File: src/scpr_pkg.sv
// serial control port: shared constants, types and the input synchroniser
`timescale 1ns/1ps

package scpr_pkg;
  // ---------------------------------------------------------------
  // framing
  // ---------------------------------------------------------------
  localparam logic [3:0] INSTR_LAST = 4'hF;
  localparam logic [3:0] BYTE_LAST = 4'h7;
  localparam logic [1:0] LEN_STREAM = 2'h3;
  // ---------------------------------------------------------------
  // addresses and fields
  // ---------------------------------------------------------------
  localparam logic [12:0] ADDR_CFG = 13'h0000;
  localparam logic [12:0] ADDR_RBSEL = 13'h0004;
  localparam logic [12:0] ADDR_UPD = 13'h0232;
  localparam logic [12:0] ADDR_LAST = 13'h0232;
  localparam logic [12:0] ADDR_EESTAT = 13'h0B00;
  localparam int CFG_UNI_HI = 7;
  localparam int CFG_LSB_HI = 6;
  localparam int CFG_LSB_LO = 1;
  localparam int CFG_UNI_LO = 0;
  localparam int RBSEL_BIT = 0;
  localparam int UPD_BIT = 0;
  localparam logic [7:0] CFG_RST = 8'h18;
  localparam logic RBSEL_RST = 1'h0;

  typedef enum logic [1:0] {
    ST_IDLE = 2'h0,
    ST_INSTR = 2'h1,
    ST_DATA = 2'h3,
    ST_WAIT = 2'h2
  } scpr_st_t;

  // register request toward the register bank
  typedef struct packed {
    logic [12:0] addr;
    logic [7:0] data;
    logic we;
    logic re;
  } scpr_req_t;

  typedef struct packed {
    logic s1;
    logic s2;
    logic s3;
    logic f;
  } scpr_sync_t;
endpackage : scpr_pkg

module scpr_sync import scpr_pkg::*; #(
  parameter logic RST_VAL = 1'h0
) (
  // clock and reset
  input wire logic CLK,
  input wire logic RST_B,
  // pin in, filtered level out
  input wire logic d,
  output logic q
);
  scpr_sync_t r_q;
  scpr_sync_t r_d;

  always_comb begin
    r_d = r_q;
    r_d.s1 = d;
    r_d.s2 = r_q.s1;
    r_d.s3 = r_q.s2;
    if (r_q.s2 == r_q.s3) begin
      r_d.f = r_q.s3;
    end
  end

  always_ff @(posedge CLK) begin
    if (!RST_B) begin
      r_q <= {4{RST_VAL}};
    end else begin
      r_q <= r_d;
    end
  end

  // level counts as soon as the second and third agree
  assign q = r_d.f;
endmodule : scpr_sync

File: src/scpr_port.sv
// serial control port: instruction decode, read/write sequencing, pins
// Contract
// - read shifts out N bytes, N 1 to 3
// - length code 3 streams until chip select rises; here streaming also stops after the last address
// - address steps once per byte, MSB-first wrapping from 0 to 0x232
// - read bit changes on serial clock falling edge
// - reset gives bidirectional pin, driven only reading
// - config bits 7 and 0 select output pin
// - control bit selects buffer or active readback
// - instruction: direction, length, 13-bit address
// - length codes one, two, three, streaming
// - reset gives MSB-first order
// - config bits 1 and 6 give LSB-first now
// - MSB-first decrements address per byte
// - LSB-first increments address per byte
// - streaming stops after last address accessed
// - memory transfer blocks all but status read
// - status bit shows memory transfer busy
// - two-wire acknowledge only when transfer done
// - status pin can show memory transfer
// - write bits captured on rising edge
// - chip select high leaves outputs undriven
// - off-boundary chip select rise abandons transfer
// - update bit copies buffered writes at once
`timescale 1ns/1ps

module scpr_port import scpr_pkg::*; (
  // clock and reset
  input wire logic CLK,
  input wire logic RST_B,
  // serial pins
  input wire logic SCLK,
  input wire logic CS_B,
  input wire logic SDIO_I,
  output logic SDIO_O,
  output logic SDIO_OE,
  output logic SDO_O,
  output logic SDO_OE,
  // register bank
  output scpr_req_t REG_REQ,
  input wire logic [7:0] REG_RDATA,
  output logic REG_RD_ACTIVE,
  output logic UPDATE,
  // memory transfer status
  input wire logic EE_BUSY,
  input wire logic STATUS_SEL,
  input wire logic STATUS_ALT,
  output logic STATUS_PIN,
  output logic I2C_ACK_OK
);
  // ---------------------------------------------------------------
  // state
  // ---------------------------------------------------------------
  typedef struct packed {
    scpr_st_t st;
    logic [3:0] cnt;
    logic [15:0] sh;
    logic instr_done;
    logic rnw;
    logic [1:0] len;
    logic [1:0] left;
    logic [12:0] addr;
    logic [7:0] cfg;
    logic rbsel;
    logic [7:0] rbyte;
    logic [7:0] dout;
    logic out_bit;
    logic sdio_oe;
    logic sdo_oe;
    scpr_req_t req;
    logic upd;
    logic status;
    logic ack;
    logic sclk_d;
    logic cs_d;
  } scpr_port_t;

  scpr_port_t q;
  scpr_port_t d;
  logic sclk_f;
  logic cs_b_f;
  logic sdio_f;
  logic rise;
  logic fall;
  logic cs_fall;
  logic cs_rise;
  logic lsb;
  logic uni;
  logic [15:0] w;
  logic [7:0] b;
  logic [12:0] nxt;

  // ---------------------------------------------------------------
  // pin synchronisers
  // ---------------------------------------------------------------
  scpr_sync #(.RST_VAL(1'h0)) u_sclk (.CLK(CLK), .RST_B(RST_B), .d(SCLK), .q(sclk_f));
  scpr_sync #(.RST_VAL(1'h1)) u_cs (.CLK(CLK), .RST_B(RST_B), .d(CS_B), .q(cs_b_f));
  scpr_sync #(.RST_VAL(1'h0)) u_sdio (.CLK(CLK), .RST_B(RST_B), .d(SDIO_I), .q(sdio_f));

  assign rise = sclk_f & ~q.sclk_d;
  assign fall = ~sclk_f & q.sclk_d;
  assign cs_fall = ~cs_b_f & q.cs_d;
  assign cs_rise = cs_b_f & ~q.cs_d;
  assign lsb = q.cfg[CFG_LSB_HI] & q.cfg[CFG_LSB_LO];
  assign uni = q.cfg[CFG_UNI_HI] & q.cfg[CFG_UNI_LO];
  assign w = lsb ? {sdio_f, q.sh[15:1]} : {q.sh[14:0], sdio_f};
  assign b = w[7:0];

  always_comb begin
    if (lsb) begin
      nxt = q.addr + 13'h0001;
    end else if (q.addr == 13'h0000) begin
      nxt = ADDR_LAST;
    end else begin
      nxt = q.addr - 13'h0001;
    end
  end

  // ---------------------------------------------------------------
  // sequencer
  // ---------------------------------------------------------------
  always_comb begin
    d = q;
    d.req.we = 1'h0;
    d.req.re = 1'h0;
    d.upd = 1'h0;
    d.sclk_d = sclk_f;
    d.cs_d = cs_b_f;
    d.status = STATUS_SEL ? EE_BUSY : STATUS_ALT;
    d.ack = ~EE_BUSY;
    // readback fetch, one cycle after the request
    if (q.req.re) begin
      if (EE_BUSY && q.req.addr != ADDR_EESTAT) begin
        d.rbyte = 8'h00;
      end else if (q.req.addr == ADDR_EESTAT) begin
        d.rbyte = {7'h00, EE_BUSY};
      end else if (q.req.addr[9:0] == ADDR_CFG[9:0]) begin
        d.rbyte = q.cfg;
      end else if (q.req.addr[9:0] == ADDR_RBSEL[9:0]) begin
        d.rbyte = {7'h00, q.rbsel};
      end else if (q.req.addr[9:0] == ADDR_UPD[9:0]) begin
        d.rbyte = 8'h00;
      end else begin
        d.rbyte = REG_RDATA;
      end
    end
    if (cs_fall) begin
      if (q.st == ST_WAIT) begin
        d.st = q.instr_done ? ST_DATA : ST_INSTR;
      end else begin
        d.st = ST_INSTR;
        d.cnt = 4'h0;
        d.instr_done = 1'h0;
      end
    end else if (cs_rise) begin
      if (q.cnt[2:0] != 3'h0 || q.st == ST_IDLE) begin
        d.st = ST_IDLE;
        d.cnt = 4'h0;
      end else if (q.st == ST_DATA && q.len == LEN_STREAM) begin
        d.st = ST_IDLE;
      end else begin
        d.st = ST_WAIT;
      end
    end else if (rise && !cs_b_f) begin
      case (q.st)
        ST_INSTR: begin
          d.sh = w;
          d.cnt = q.cnt + 4'h1;
          if (q.cnt == INSTR_LAST) begin
            d.rnw = w[15];
            d.len = w[14:13];
            // upper bits kept, status address 0x0B00 uses them
            d.addr = w[12:0];
            d.left = w[14:13];
            d.cnt = 4'h0;
            d.instr_done = 1'h1;
            d.st = ST_DATA;
            d.req.addr = w[12:0];
            d.req.re = w[15];
          end
        end
        ST_DATA: begin
          d.sh = w;
          d.cnt = q.cnt + 4'h1;
          if (q.cnt == BYTE_LAST) begin
            d.cnt = 4'h0;
            if (!q.rnw && !EE_BUSY) begin
              if (q.addr[9:0] == ADDR_CFG[9:0]) begin
                d.cfg = b;
              end else if (q.addr[9:0] == ADDR_RBSEL[9:0]) begin
                d.rbsel = b[RBSEL_BIT];
              end else if (q.addr[9:0] == ADDR_UPD[9:0]) begin
                d.upd = b[UPD_BIT];
              end else begin
                d.req.we = 1'h1;
                d.req.addr = q.addr;
                d.req.data = b;
              end
            end
            d.addr = nxt;
            if (q.len == LEN_STREAM) begin
              if (q.addr == ADDR_LAST) begin
                d.st = ST_IDLE;
              end
            end else if (q.left == 2'h0) begin
              d.st = ST_IDLE;
            end else begin
              d.left = q.left - 2'h1;
            end
            if (q.rnw) begin
              d.req.re = 1'h1;
              d.req.addr = nxt;
            end
          end
        end
        default: begin
          d.cnt = q.cnt;
        end
      endcase
    end
    // read bit changes on falling edge
    if (fall && !cs_b_f && q.st == ST_DATA && q.rnw) begin
      if (q.cnt[2:0] == 3'h0) begin
        d.out_bit = lsb ? q.rbyte[0] : q.rbyte[7];
        d.dout = lsb ? {1'h0, q.rbyte[7:1]} : {q.rbyte[6:0], 1'h0};
      end else begin
        d.out_bit = lsb ? q.dout[0] : q.dout[7];
        d.dout = lsb ? {1'h0, q.dout[7:1]} : {q.dout[6:0], 1'h0};
      end
    end
    // drive only in read data phase
    d.sdio_oe = !cs_b_f && d.st == ST_DATA && d.rnw && !uni;
    d.sdo_oe = !cs_b_f && d.st == ST_DATA && d.rnw && uni;
  end

  always_ff @(posedge CLK) begin
    if (!RST_B) begin
      q <= '0;
      q.st <= ST_IDLE;
      q.cfg <= CFG_RST;
      q.rbsel <= RBSEL_RST;
      q.cs_d <= 1'h1;
    end else begin
      q <= d;
    end
  end

  // ---------------------------------------------------------------
  // outputs
  // ---------------------------------------------------------------
  assign SDIO_O = q.out_bit;
  assign SDO_O = q.out_bit;
  assign SDIO_OE = q.sdio_oe;
  assign SDO_OE = q.sdo_oe;
  assign REG_REQ = q.req;
  assign REG_RD_ACTIVE = q.rbsel;
  assign UPDATE = q.upd;
  assign STATUS_PIN = q.status;
  assign I2C_ACK_OK = q.ack;
endmodule : scpr_port

File: config.mk
export PLATFORM = sky130hd
export DESIGN_NAME = scpr_port
export DESIGN_NICKNAME = d
export VERILOG_FILES = /design/src/scpr_pkg.sv /design/src/scpr_port.sv
export SDC_FILE = /design/constraint.sdc
export NUM_CORES = 1
export LEC_CHECK = 0
export CAP_MARGIN = 20
export CORE_AREA = 3 3 107 109
export DETAILED_ROUTE_END_ITERATION = 7
export DIE_AREA = 0 0 110 112
export DONT_BUFFER_PORTS = 1
export PLACE_DENSITY = 0.7
export REMOVE_ABC_BUFFERS = 1
export SLEW_MARGIN = 40
export SYNTH_ARGS = -nofsm -noshare
export SYNTH_HDL_FRONTEND = slang
export SYNTH_SLANG_ARGS = --single-unit
export TNS_END_PERCENT = 1
File: constraint.sdc
create_clock -name CLK -period 3.1 [get_ports CLK]
set_input_delay 0.62 -clock CLK [delete_from_list [all_inputs] [get_ports CLK]]
set_output_delay 0.62 -clock CLK [all_outputs]
set_load 0.05 [all_outputs]
### After elaboration in Yosys (flattened, before gate mapping)

Cells that the tools add are included.
Widths: inputs -> output; s select.

* bits in registers: 107
* output and inout bits: 31

* add/subtract/negate cells: 4
* equal/unequal tests: 28
* mux-type cells: 64
* bitwise logic cells: 21
* reductions and logical operators: 43

Operator list (number)
* $mux 22: 4
* $mux 8: 8
* $mux 13: 4
* $mux 50: 1
* $mux 24: 2
* $mux 16: 2
* $pmux 15 s2: 1
* $mux 28: 1
* $mux 27: 1
* $mux 9: 3
* $pmux 13 s2: 1
* $mux 6: 4
* $eq 10x10->1 const B: 2
* $eq 10x3->1 const B: 2
* $logic_not 10->1: 2
* $mux 19: 1
* $mux 2: 9
* $mux 1: 16
* $reduce_and 8->1: 2
* $not 1->1: 15
* $add 13x1->13 const B: 1
* $eq 13x10->1 const B: 1
* $eq 13x12->1 const B: 1
* $logic_not 13->1: 1
* other kinds (36): 75

### Logic depth before layout (Yosys ltp)

Gate-level depths: netlist of run 1.

* word-level depth: 15
* gate-level depth with buffers: 10
* gate-level depth less buffers: 9

### Hierarchy

Synthesis of run 1 repeated with hierarchy kept, for this count alone.

* cell total of the unflattened synthesis: 694
* area total of the unflattened synthesis: 6123.4 um^2

By module, submodules not included
* scpr_port: instances 1, cells each 667, area an instance 5766.8 um^2, seq. area each 1941.9 um^2
* scpr_sync at u_sclk ...: instances 2, cells each 9, area an instance 116.4 um^2, seq. area each 80.1 um^2
* scpr_sync at u_cs: instances 1, cells each 9, area an instance 123.9 um^2, seq. area each 80.1 um^2

### Worst setup path after synthesis of run 1

OpenSTA, ideal clock, no wires.

* kind: flip-flop to flip-flop
* start: reg q[56] in the netlist's numbering
* end: reg q, in the netlist REG_REQ[8]
* arrival: 2.256 ns
* path slack: 0.717 ns
* cell stages (with the launch flop): 10
* path buffers: 2
* period minus slack after synthesis: 2.383 ns
* cells stage by stage: dfxtp_1 clkbuf_1 inv_1 ha_1 or3b_2 o32a_1 o211ai_1 buf_2 mux2i_1 nor2_1

* cells in the longest elaborated chain, start to end: 3

Ends and longest elaborated chain
* start, declared: line scpr_port.sv:78 `scpr_port_t q;`
* $eq 10x10->1 (tied with other cells): line scpr_port.sv:192 `end else if (q.addr[9:0] == ADDR_UPD[9:0]) begin`
* $not 1->1 (no line)
* $reduce_and 9->1 (no line) *

Mark *: on every way between the ends. The rest lies on a longest branch, timed or not.
A chain may end at the register's enable or synchronous reset.

### Final worst setup path of run 1

* start: reg u_cs.r_q[0] in the netlist's numbering
* end: reg q, in the netlist REG_REQ[13]

* cells in the longest elaborated chain, start to end: 5

Ends and longest elaborated chain
* start, declared: line scpr_pkg.sv:61 `scpr_sync_t r_q;`
* start signal, assigned: line scpr_pkg.sv:76 `r_q <= {4{RST_VAL}};`
* start signal, assigned: line scpr_pkg.sv:78 `r_q <= r_d;`
* $mux 1 *: line scpr_pkg.sv:69 `if (r_q.s2 == r_q.s3) begin`
* net cs_b_f: line scpr_port.sv:81 `logic cs_b_f;`
* $not 1->1: line scpr_port.sv:102 `assign cs_fall = ~cs_b_f & q.cs_d;`
* $and 1x1->1: line scpr_port.sv:102
* $not 1->1 (no line)
* $reduce_and 10->1 (no line) *

Mark *: on every way through the listed nets, which the timed path passes. The rest lies on a longest branch.

==> results of run 1 <==
-- metrics by stage --
step | utilization, % | total power [mW] | cells | setup slack (ns) | instance area, sq um
6_report | 55.5 | 2.29 | 819 | 0.396 | 5930
3_3_place_gp | 53.7 | 1.45 | 803 | 0.627 | 5740
2_1_floorplan | - | 1.44 | 640 | 0.333 | 5370
4_1_cts | 55.5 | 2.31 | 819 | 0.451 | 5930
3_5_place_dp | 53.7 | 1.45 | 803 | 0.472 | 5740
5_1_grt | 55.5 | 2.36 | 819 | 0.216 | 5930
-- final timing paths --
check / from / to / slack, ns / cells after the start
min reg2reg: u_cs.r_d[2]$_SDFF_PN1_ / u_cs.r_d[1]$_SDFF_PN1_ / 0.44 / 1
max reg2reg: u_cs.r_q[0]$_SDFF_PN1_ / REG_REQ[13]$_SDFFE_PN0P_ / 0.40 / 10
min: EE_BUSY / I2C_ACK_OK$_SDFF_PN0_ / 0.30 / 1
max: u_cs.r_q[0]$_SDFF_PN1_ / REG_REQ[13]$_SDFFE_PN0P_ / 0.40 / 10
-- cell type report --
class / count / share of cell area, %
sequential: 107 / 36.1
inverter: 25 / 1.58
clock buffer: 11 / 2.21
tap: 140 / 2.95
timing repair buffer: 23 / 3.12
clock inverter: 5 / 1.01
multi-input combinational: 508 / 53.0
-- cells in the mapped netlist (11+ instances only) --
| cell | number |
|---|---|
| o21ai_0 | 37 |
| and2_1 | 19 |
| buf_4 | 28 |
| o22ai_1 | 14 |
| nand2_1 | 50 |
| dfxtp_1 | 107 |
| clkbuf_1 | 40 |
| nor3_1 | 11 |
| nor2_1 | 71 |
| a21oi_1 | 58 |
| nand2b_1 | 15 |
| mux2i_1 | 32 |
| nand4_1 | 11 |
| inv_1 | 23 |
| nand3_1 | 23 |
| a22oi_1 | 11 |
| a31oi_1 | 14 |
| a211oi_1 | 22 |
-- report_power, final --
part           leakage (nW)  internal, mW  switching [mW]  total [mW]
Sequential            0.864          1.38         0.00904        1.39
Combinational          1.18       0.00742          0.0195      0.0270
Clock                0.0943         0.379           0.496       0.876
-- state kept, by name, indices dropped and copies added, names as in the netlist --
register and count:
SDIO_O 1, SDO_OE 1, u_sclk.r_d 2, REG_RD_ACTIVE 1
STATUS_PIN 1, SDIO_OE 1, I2C_ACK_OK 1, u_sclk.r_q 2
REG_REQ 23, q 65, u_sdio.r_q 2, u_cs.r_q 2
UPDATE 1, u_sdio.r_d 2, u_cs.r_d 2
-- routing by layer --
layer,vias up,track usage [%]
met3,34,6.72
met5,-,0
li1,2478,-
met1,2444,36.6
met2,227,41.7
met4,0,11.7
-- cell families (layout without fill, tap and decap cells) --
group                      count (synthesis)  count (layout)  synth area share (%)
AOI/OAI and AO/OA                        205             205                  22.7
buffers and inverters                    106              64                  9.13
and+or+nand+nor                          257             257                  23.1
DFF                                      107             107                  36.9
xor gates and xnor gates                   5               5                 0.754
muxes                                     32              32                  5.51
adders and majority gates                  9               9                  1.89
==> impl_metrics.ini, run 1 <==
[outcome]
status = finished clean

[floorplan]
chipHeight_microns = 112
die_w_microns = 110
die_area_sq_um = 12300
core_region_area_sq_um = 10700
placementRows = 38
start_util_pct = 54.3
ios = 47

[detailed_routing]
drt-wirelength-per-cell_microns = 20.1
routed_wl_mm = 16.5
detail-route-antenna-nets = 0
vias = 5183
wl_met2_mm = 7.41
drt_iter0_drc = 473
wl_met1_mm = 7.20
highest_layer = met4
dr.pass1.iters = 5
wl_met3_mm = 1.25
viasPerCell = 6.33
drc = 0

[run]
cap_violations = 0

[final_layout]
num_antenna_cells = 0
final_common_cell = dfxtp_1
layout.nets = 698
multi_input_area_sq_um = 3140
syn_to_final_growth_pct = 2.11
fill_cells = 1010
regArea_sq_um = 2140
drive_gt1_share_pct = 8.98
most-common-layout-cells = dfxtp_1 (106), nor2_1 (71), a21oi_1 (58)

[clock_tree]
htreeDepth = 3
cts_made_buffers = 9
cts_tree = built
cts_resized = 0
insertion_delay_ns = 0.39
clk_pin_slew_ns = 0.10
clock_path_buffers = 2
root_buffer = clkbuf_8
clock_sinks = 107
post_cts.repair.setup_buffers = 0
cts.hold.buffers_added = 0

[synthesis]
synth_cell_types = 72
synth.cell_area_sq_um = 5810
ys_ff_latch = 107
synth_ff_type = dfxtp_1
synth_edf_count = 0
synth.avg_cell_area_sq_um = 8.06
synthArstFlopShare_pct = 0
netlist.area_leader.share_pct = 36.9
synthCells = 721
yosysWarnings = 0
yosysSeqAreaShare_pct = 36.9
yosysTopAreaCell = dfxtp_1
yosys-top-cells-area = dfxtp_1 (37%), mux2i_1 (5.5%), a21oi_1 (5.0%)

[critical_path]
path_cells = a21o_1 > o21ai_2 > inv_2 > ha_1 > nor4_4 > nand3_1 > a31oi_1 > buf_4 > nor2_1 > a211oi_1
slowest_delay_ns = 0.57
crit_arrival_ns = 3.01
worst-path-buf-inv = 2
cp-start-kind = flop
crit_path_end_kind = flop
critPathSlowestCell = nor4_4
cp.required_ns = 3.41
critPathTopFamily = simple AND/OR/NAND/NOR gates
crit_fanout = 13
path_class = flop to flop

[sta]
setup_viol = 0
layout_min_cycle_time_ns = 2.70
slew_violations = 0
timing.fmax_mhz = 370
fin_tns_setup_ns = 0
post-route-period-util_pct = 87.2
hold_viol = 0
tightest_slew_ns = 0.760
hold_slack_ns = 0.301
slew_headroom_pct = 49.3
skew_ns = 0.0159
rsz0062_at_grt = false

[grt]
grt_pass1_wl_mm = 26.3
overflow = 0
antenna_found_initial = 1
first_global_vias = 4915
globalRouteTotalUtil_pct = 27.4
grt_max_degree = 60

[power_and_ir_drop]
leakage_nw = 2.14
ir_drop_mv = 0.321
powerDensity_nw_per_um2 = 386

[place]
gp_congestion = 0.963
dpl.hpwl_mm = 11.5
io_buffers = 0

[worst_hold_path]
worstHoldPathType = input pin to flop
(Power assumes the default switching activity.)
==> run 2: changes to the inputs <==
--- a/config.mk
+++ b/config.mk
@@ -11,7 +11,6 @@
 export DIE_AREA = 0 0 110 112
 export DONT_BUFFER_PORTS = 1
 export PLACE_DENSITY = 0.7
-export REMOVE_ABC_BUFFERS = 1
 export SLEW_MARGIN = 40
 export SYNTH_ARGS = -nofsm -noshare
 export SYNTH_HDL_FRONTEND = slang
==> impl_metrics.ini, run 2 (synthesis gave the netlist of run 1 again) <==
[grt]
grt_util_met2_pct = 43.1
grt_max_degree = 60
antenna_found_initial = 0
met3_usage_pct = 7.19
grt_pass1_wl_mm = 25.7
overflow = 0
use_met1_pct = 34.6
busiest_layer = met2
first_global_vias = 4846
globalRouteTotalUtil_pct = 26.9

[final_layout]
regArea_sq_um = 2140
largest_register_ffs = 65
syn_to_final_growth_pct = 2.52
num_antenna_cells = 0
postLayoutCellArea_sq_um = 5960
layout.nets = 700
drive_gt1_share_pct = 9.40
multi_input_area_sq_um = 3140
most-common-layout-cells = dfxtp_1 (106), nor2_1 (71), a21oi_1 (58)
max_flop_register = q
final_common_cell = dfxtp_1
fill_cells = 998

[floorplan]
placementRows = 38
ios = 47
start_util_pct = 54.3
die_w_microns = 110
chipHeight_microns = 112
die_area_sq_um = 12300
core_region_area_sq_um = 10700

[clock_tree]
insertion_delay_ns = 0.39
clock_sinks = 107
root_buffer = clkbuf_8
cts_resized = 0
cts_tree = built
cts_made_buffers = 9
clk_pin_slew_ns = 0.11
cts.hold.buffers_added = 0
clock_path_buffers = 2
htreeDepth = 3
post_cts.repair.setup_buffers = 0

[sta]
setup_viol = 0
post-route-period-util_pct = 82.1
tightest_slew_ns = 0.782
timing.fmax_mhz = 393
hold_viol = 0
skew_ns = 0.0138
fin_tns_setup_ns = 0
hold_slack_ns = 0.293
slew_headroom_pct = 46.4
rsz0062_at_grt = false
layout_min_cycle_time_ns = 2.54
slew_violations = 0
setup_ws_ns = 0.556

[place]
gp_congestion = 0.977
dpl.hpwl_mm = 11.8
post-place-ws_ns = 0.599
io_buffers = 0
dpl_cell_area_sq_um = 5740

[power_and_ir_drop]
powerDensity_nw_per_um2 = 393
p_switching_mw = 0.526
pwr-share-clk_pct = 39.5
pwr-share-comb_pct = 1.1
p_seq_share_pct = 59.4
leakage_nw = 2.16
total_power_mw = 2.34
ir_drop_mv = 0.404
netSwitchingFraction_pct = 22.5
p_int_mw = 1.81

[detailed_routing]
viasPerCell = 6.40
drt_iter0_drc = 612
drt-wirelength-per-cell_microns = 20.0
drc = 0
vias = 5255
dr.pass1.iters = 5
routed_wl_mm = 16.4
detail-route-antenna-nets = 0

[critical_path]
crit_fanout = 11
crit_arrival_ns = 2.88
path_class = flop to flop
r2r_slack_ns = 0.56
cp-start-kind = flop
crit_path_end_kind = flop
cp.required_ns = 3.44

[worst_hold_path]
worstHoldPathType = input pin to flop

[outcome]
status = finished clean

[run]
cap_violations = 0

[synthesis]
synth_fp_nets = 745
==> run 2: worst paths after layout <==
path	from	to	cells after the start
hold / removal	RST_B	u_cs.r_d[2]$_SDFF_PN1_	1
setup reg to reg	q[56]$_SDFFE_PN0P_	REG_REQ[15]$_SDFFE_PN0P_	8
setup / recovery	q[56]$_SDFFE_PN0P_	REG_REQ[15]$_SDFFE_PN0P_	8
hold reg to reg	u_cs.r_d[2]$_SDFF_PN1_	u_cs.r_d[1]$_SDFF_PN1_	1
==> run 2: layout make-up <==
cell class	instances	area share, %
Multi-Input combinational cell	508	52.8
Sequential cell	107	36.0
Timing Repair Buffer	25	3.15
Tap cell	140	2.94
Clock buffer	12	2.60
Inverter	25	1.58
Clock inverter	4	0.966
==> run 2: power groups by stage <==
stage | sequential [mW] | combinational (mW) | clock, mW
floorplan | 1.42 | 0.0270 | 0
global placement | 1.42 | 0.0257 | 0
detailed placement | 1.42 | 0.0263 | 0
CTS | 1.39 | 0.0264 | 0.938
global route | 1.39 | 0.0290 | 0.989
finish | 1.39 | 0.0264 | 0.923
==> run 2: critical path, cell delays in order, from the launching register on <==
cell and delay (ns):
dfxtp_1 0.43, inv_1 0.13, ha_1 0.21, or3b_2 0.49
o41ai_1 0.51, o22a_1 0.21, a21oi_1 0.10, o21ai_0 0.22
o221a_2 0.21
==> run 2: layer usage <==
metal  part of all wire (%)  wire [microns]  up-vias
li1                       -               -     2484
met1                     42            6920     2523
met2                     48            7820      216
met3                    7.5            1230       32
met4                    2.8             459        0
met5                      0               0        -
==> run 2: metrics by stage <==
stage	instances	utilization (%)
6_report	821	55.7
5_1_grt	821	55.7
4_1_cts	821	55.7
3_5_place_dp	805	53.7
3_3_place_gp	805	53.7
2_1_floorplan	721	-
==> run 3: changes to the inputs <==
--- a/config.mk
+++ b/config.mk
@@ -10,7 +10,7 @@
 export DETAILED_ROUTE_END_ITERATION = 7
 export DIE_AREA = 0 0 110 112
 export DONT_BUFFER_PORTS = 1
-export PLACE_DENSITY = 0.7
+export PLACE_DENSITY = 0.72
 export SLEW_MARGIN = 40
 export SYNTH_ARGS = -nofsm -noshare
 export SYNTH_HDL_FRONTEND = slang
==> constraint.sdc (replaced) <==
create_clock -name CLK -period 2.3 [get_ports CLK]
set_input_delay 0.46 -clock CLK [delete_from_list [all_inputs] [get_ports CLK]]
set_output_delay 0.46 -clock CLK [all_outputs]
set_load 0.05 [all_outputs]
==> impl_metrics.ini, run 3 (synthesis gave the netlist of run 1 again) <==
[critical_path]
path_cells = or4_1 > nor4_2 > or2_2 > o22ai_1 > a21oi_1 > a211oi_1
path_class = flop to flop
critPathSlowestCell = or4_1
slowest_delay_ns = 0.67
ff2ff_path_depth = 6
crit_fanout = 4
cp.required_ns = 2.56
r2r_start = q[62]$_SDFFE_PN0P_
crit_arrival_ns = 2.57
crit_path_end_kind = flop
r2r_slack_ns = -0.01
reg2reg_to = REG_REQ[13]$_SDFFE_PN0P_
cp-start-kind = flop

[sta]
post-route-period-util_pct = 101
setup_viol = 1
slew_headroom_pct = 56.1
rsz0062_at_grt = true
hold_viol = 0
fin_tns_setup_ns = -0.0136
timing.fmax_mhz = 432
tightest_slew_ns = 0.658
slew_violations = 0
hold_slack_ns = 0.126
layout_min_cycle_time_ns = 2.31
setup_ws_ns = -0.0136
skew_ns = 0.00791

[clock_tree]
htreeDepth = 3
clock_path_buffers = 2
cts_made_buffers = 9
clk_pin_slew_ns = 0.10
root_buffer = clkbuf_8
insertion_delay_ns = 0.40
cts_tree = built
clock_sinks = 107
cts.hold.buffers_added = 0

[floorplan]
start_util_pct = 54.3
chipHeight_microns = 112
placementRows = 38
die_area_sq_um = 12300
ios = 47
die_w_microns = 110
core_region_area_sq_um = 10700

[grt]
overflow = 0
grt_pass1_wl_mm = 28.1
antenna_found_initial = 0
first_global_vias = 5330
grt_max_degree = 60
globalRouteTotalUtil_pct = 29.6

[final_layout]
largest_register_ffs = 65
drive_gt1_share_pct = 22.0
most-common-layout-cells = buf_4 (102), dfxtp_1 (101), nor2_1 (71)
layout.nets = 784
num_antenna_cells = 0
final_common_cell = buf_4
fin_cells = 905
fill_cells = 927
syn_to_final_growth_pct = 15.1
max_flop_register = q

[outcome]
status = finished with violations
violations = negative setup slack

[detailed_routing]
drt_iter0_drc = 766
dr.pass1.iters = 6
routed_wl_mm = 18.0
vias = 5663
drc = 0
viasPerCell = 6.26
detail-route-antenna-nets = 0
drt-wirelength-per-cell_microns = 19.9

[power_and_ir_drop]
ir_drop_mv = 0.445
total_power_mw = 3.03
leakage_nw = 2.59
powerDensity_nw_per_um2 = 453

[worst_hold_path]
hold_depth = 1
hp-start = RST_B
hold_end = u_cs.r_q[0]$_SDFF_PN1_
worstHoldPathType = input pin to flop

[place]
dpl.hpwl_mm = 13.2
gp_congestion = 0.975
placed_cells = 883
io_buffers = 0
post-place-ws_ns = -0.138

[run]
cap_violations = 0

[synthesis]
synth_fp_nets = 745
run 3: changes by cell type in the layout (fill, tap and decap cells not counted), sizes merged:
cell	before	now
bufinv	1	0
clkbuf	12	11
clkinv	2	4
buf	25	109
run 3: worst max-delay path, delay by kind of cell, from the launching register on:
family | cells | cell delay (ns)
AND/OR/NAND/NOR | 3 | 1.39
AO/OA/AOI/OAI | 3 | 0.43
flip-flops | 1 | 0.35
run 3: per-layer routing:
| layer | track usage, % | part of all wire [%] |
|---|---|---|
| met5 | 0 | 0 |
| met4 | 12.6 | 4.0 |
| met3 | 6.49 | 6.9 |
| met2 | 47.5 | 47 |
| met1 | 38.1 | 42 |
run 3: worst max path at each step:
stage / start / end / slack (ns) / cells past startpoint
global route: q[57]$_SDFFE_PN0P_ / REG_REQ[8]$_SDFFE_PN0P_ / -0.08 / 9
CTS: q[62]$_SDFFE_PN0P_ / REG_REQ[13]$_SDFFE_PN0P_ / -0.006 / 6
detailed placement: u_cs.r_q[0]$_SDFF_PN1_ / REG_RD_ACTIVE$_SDFFE_PN0P_ / -0.14 / 10
floorplan: q[56]$_SDFFE_PN0P_ / REG_REQ[20]$_SDFFE_PN0P_ / -0.01 / 9
finish: q[62]$_SDFFE_PN0P_ / REG_REQ[13]$_SDFFE_PN0P_ / -0.01 / 6
global placement: u_cs.r_q[0]$_SDFF_PN1_ / REG_RD_ACTIVE$_SDFFE_PN0P_ / -0.11 / 10
run 3: layout make-up:
cell class / count / area (sq um) / share of cell area [%]
timing repair buffer: 109 / 856 / 12.8
clock inverter: 5 / 37.5 / 0.561
sequential: 107 / 2150 / 32.2
tap: 140 / 175 / 2.62
clock buffer: 11 / 141 / 2.11
inverter: 25 / 93.8 / 1.40
multi-input combinational: 508 / 3230 / 48.3
run 3: repair_timing:
item / CTS / global route
pin swaps: 4 / 8
endpoints found under the setup margin: 11 / 34
setup buffers: 3 / 2
gates resized for setup: 8 / 23
cloned: 1 / 0
run 3: where the power goes:
part	internal [mW]	total [mW]	switching [mW]
logic	0.0108	0.0380	0.0272
registers	1.86	1.87	0.0121
clock network	0.430	1.12	0.689
run 3: metrics by stage:
step | utilization [%] | cell area [sq um]
2_1_floorplan | - | 5830
3_3_place_gp | 59.5 | 6360
3_5_place_dp | 59.5 | 6360
4_1_cts | 61.8 | 6610
5_1_grt | 62.5 | 6690
6_report | 62.5 | 6690
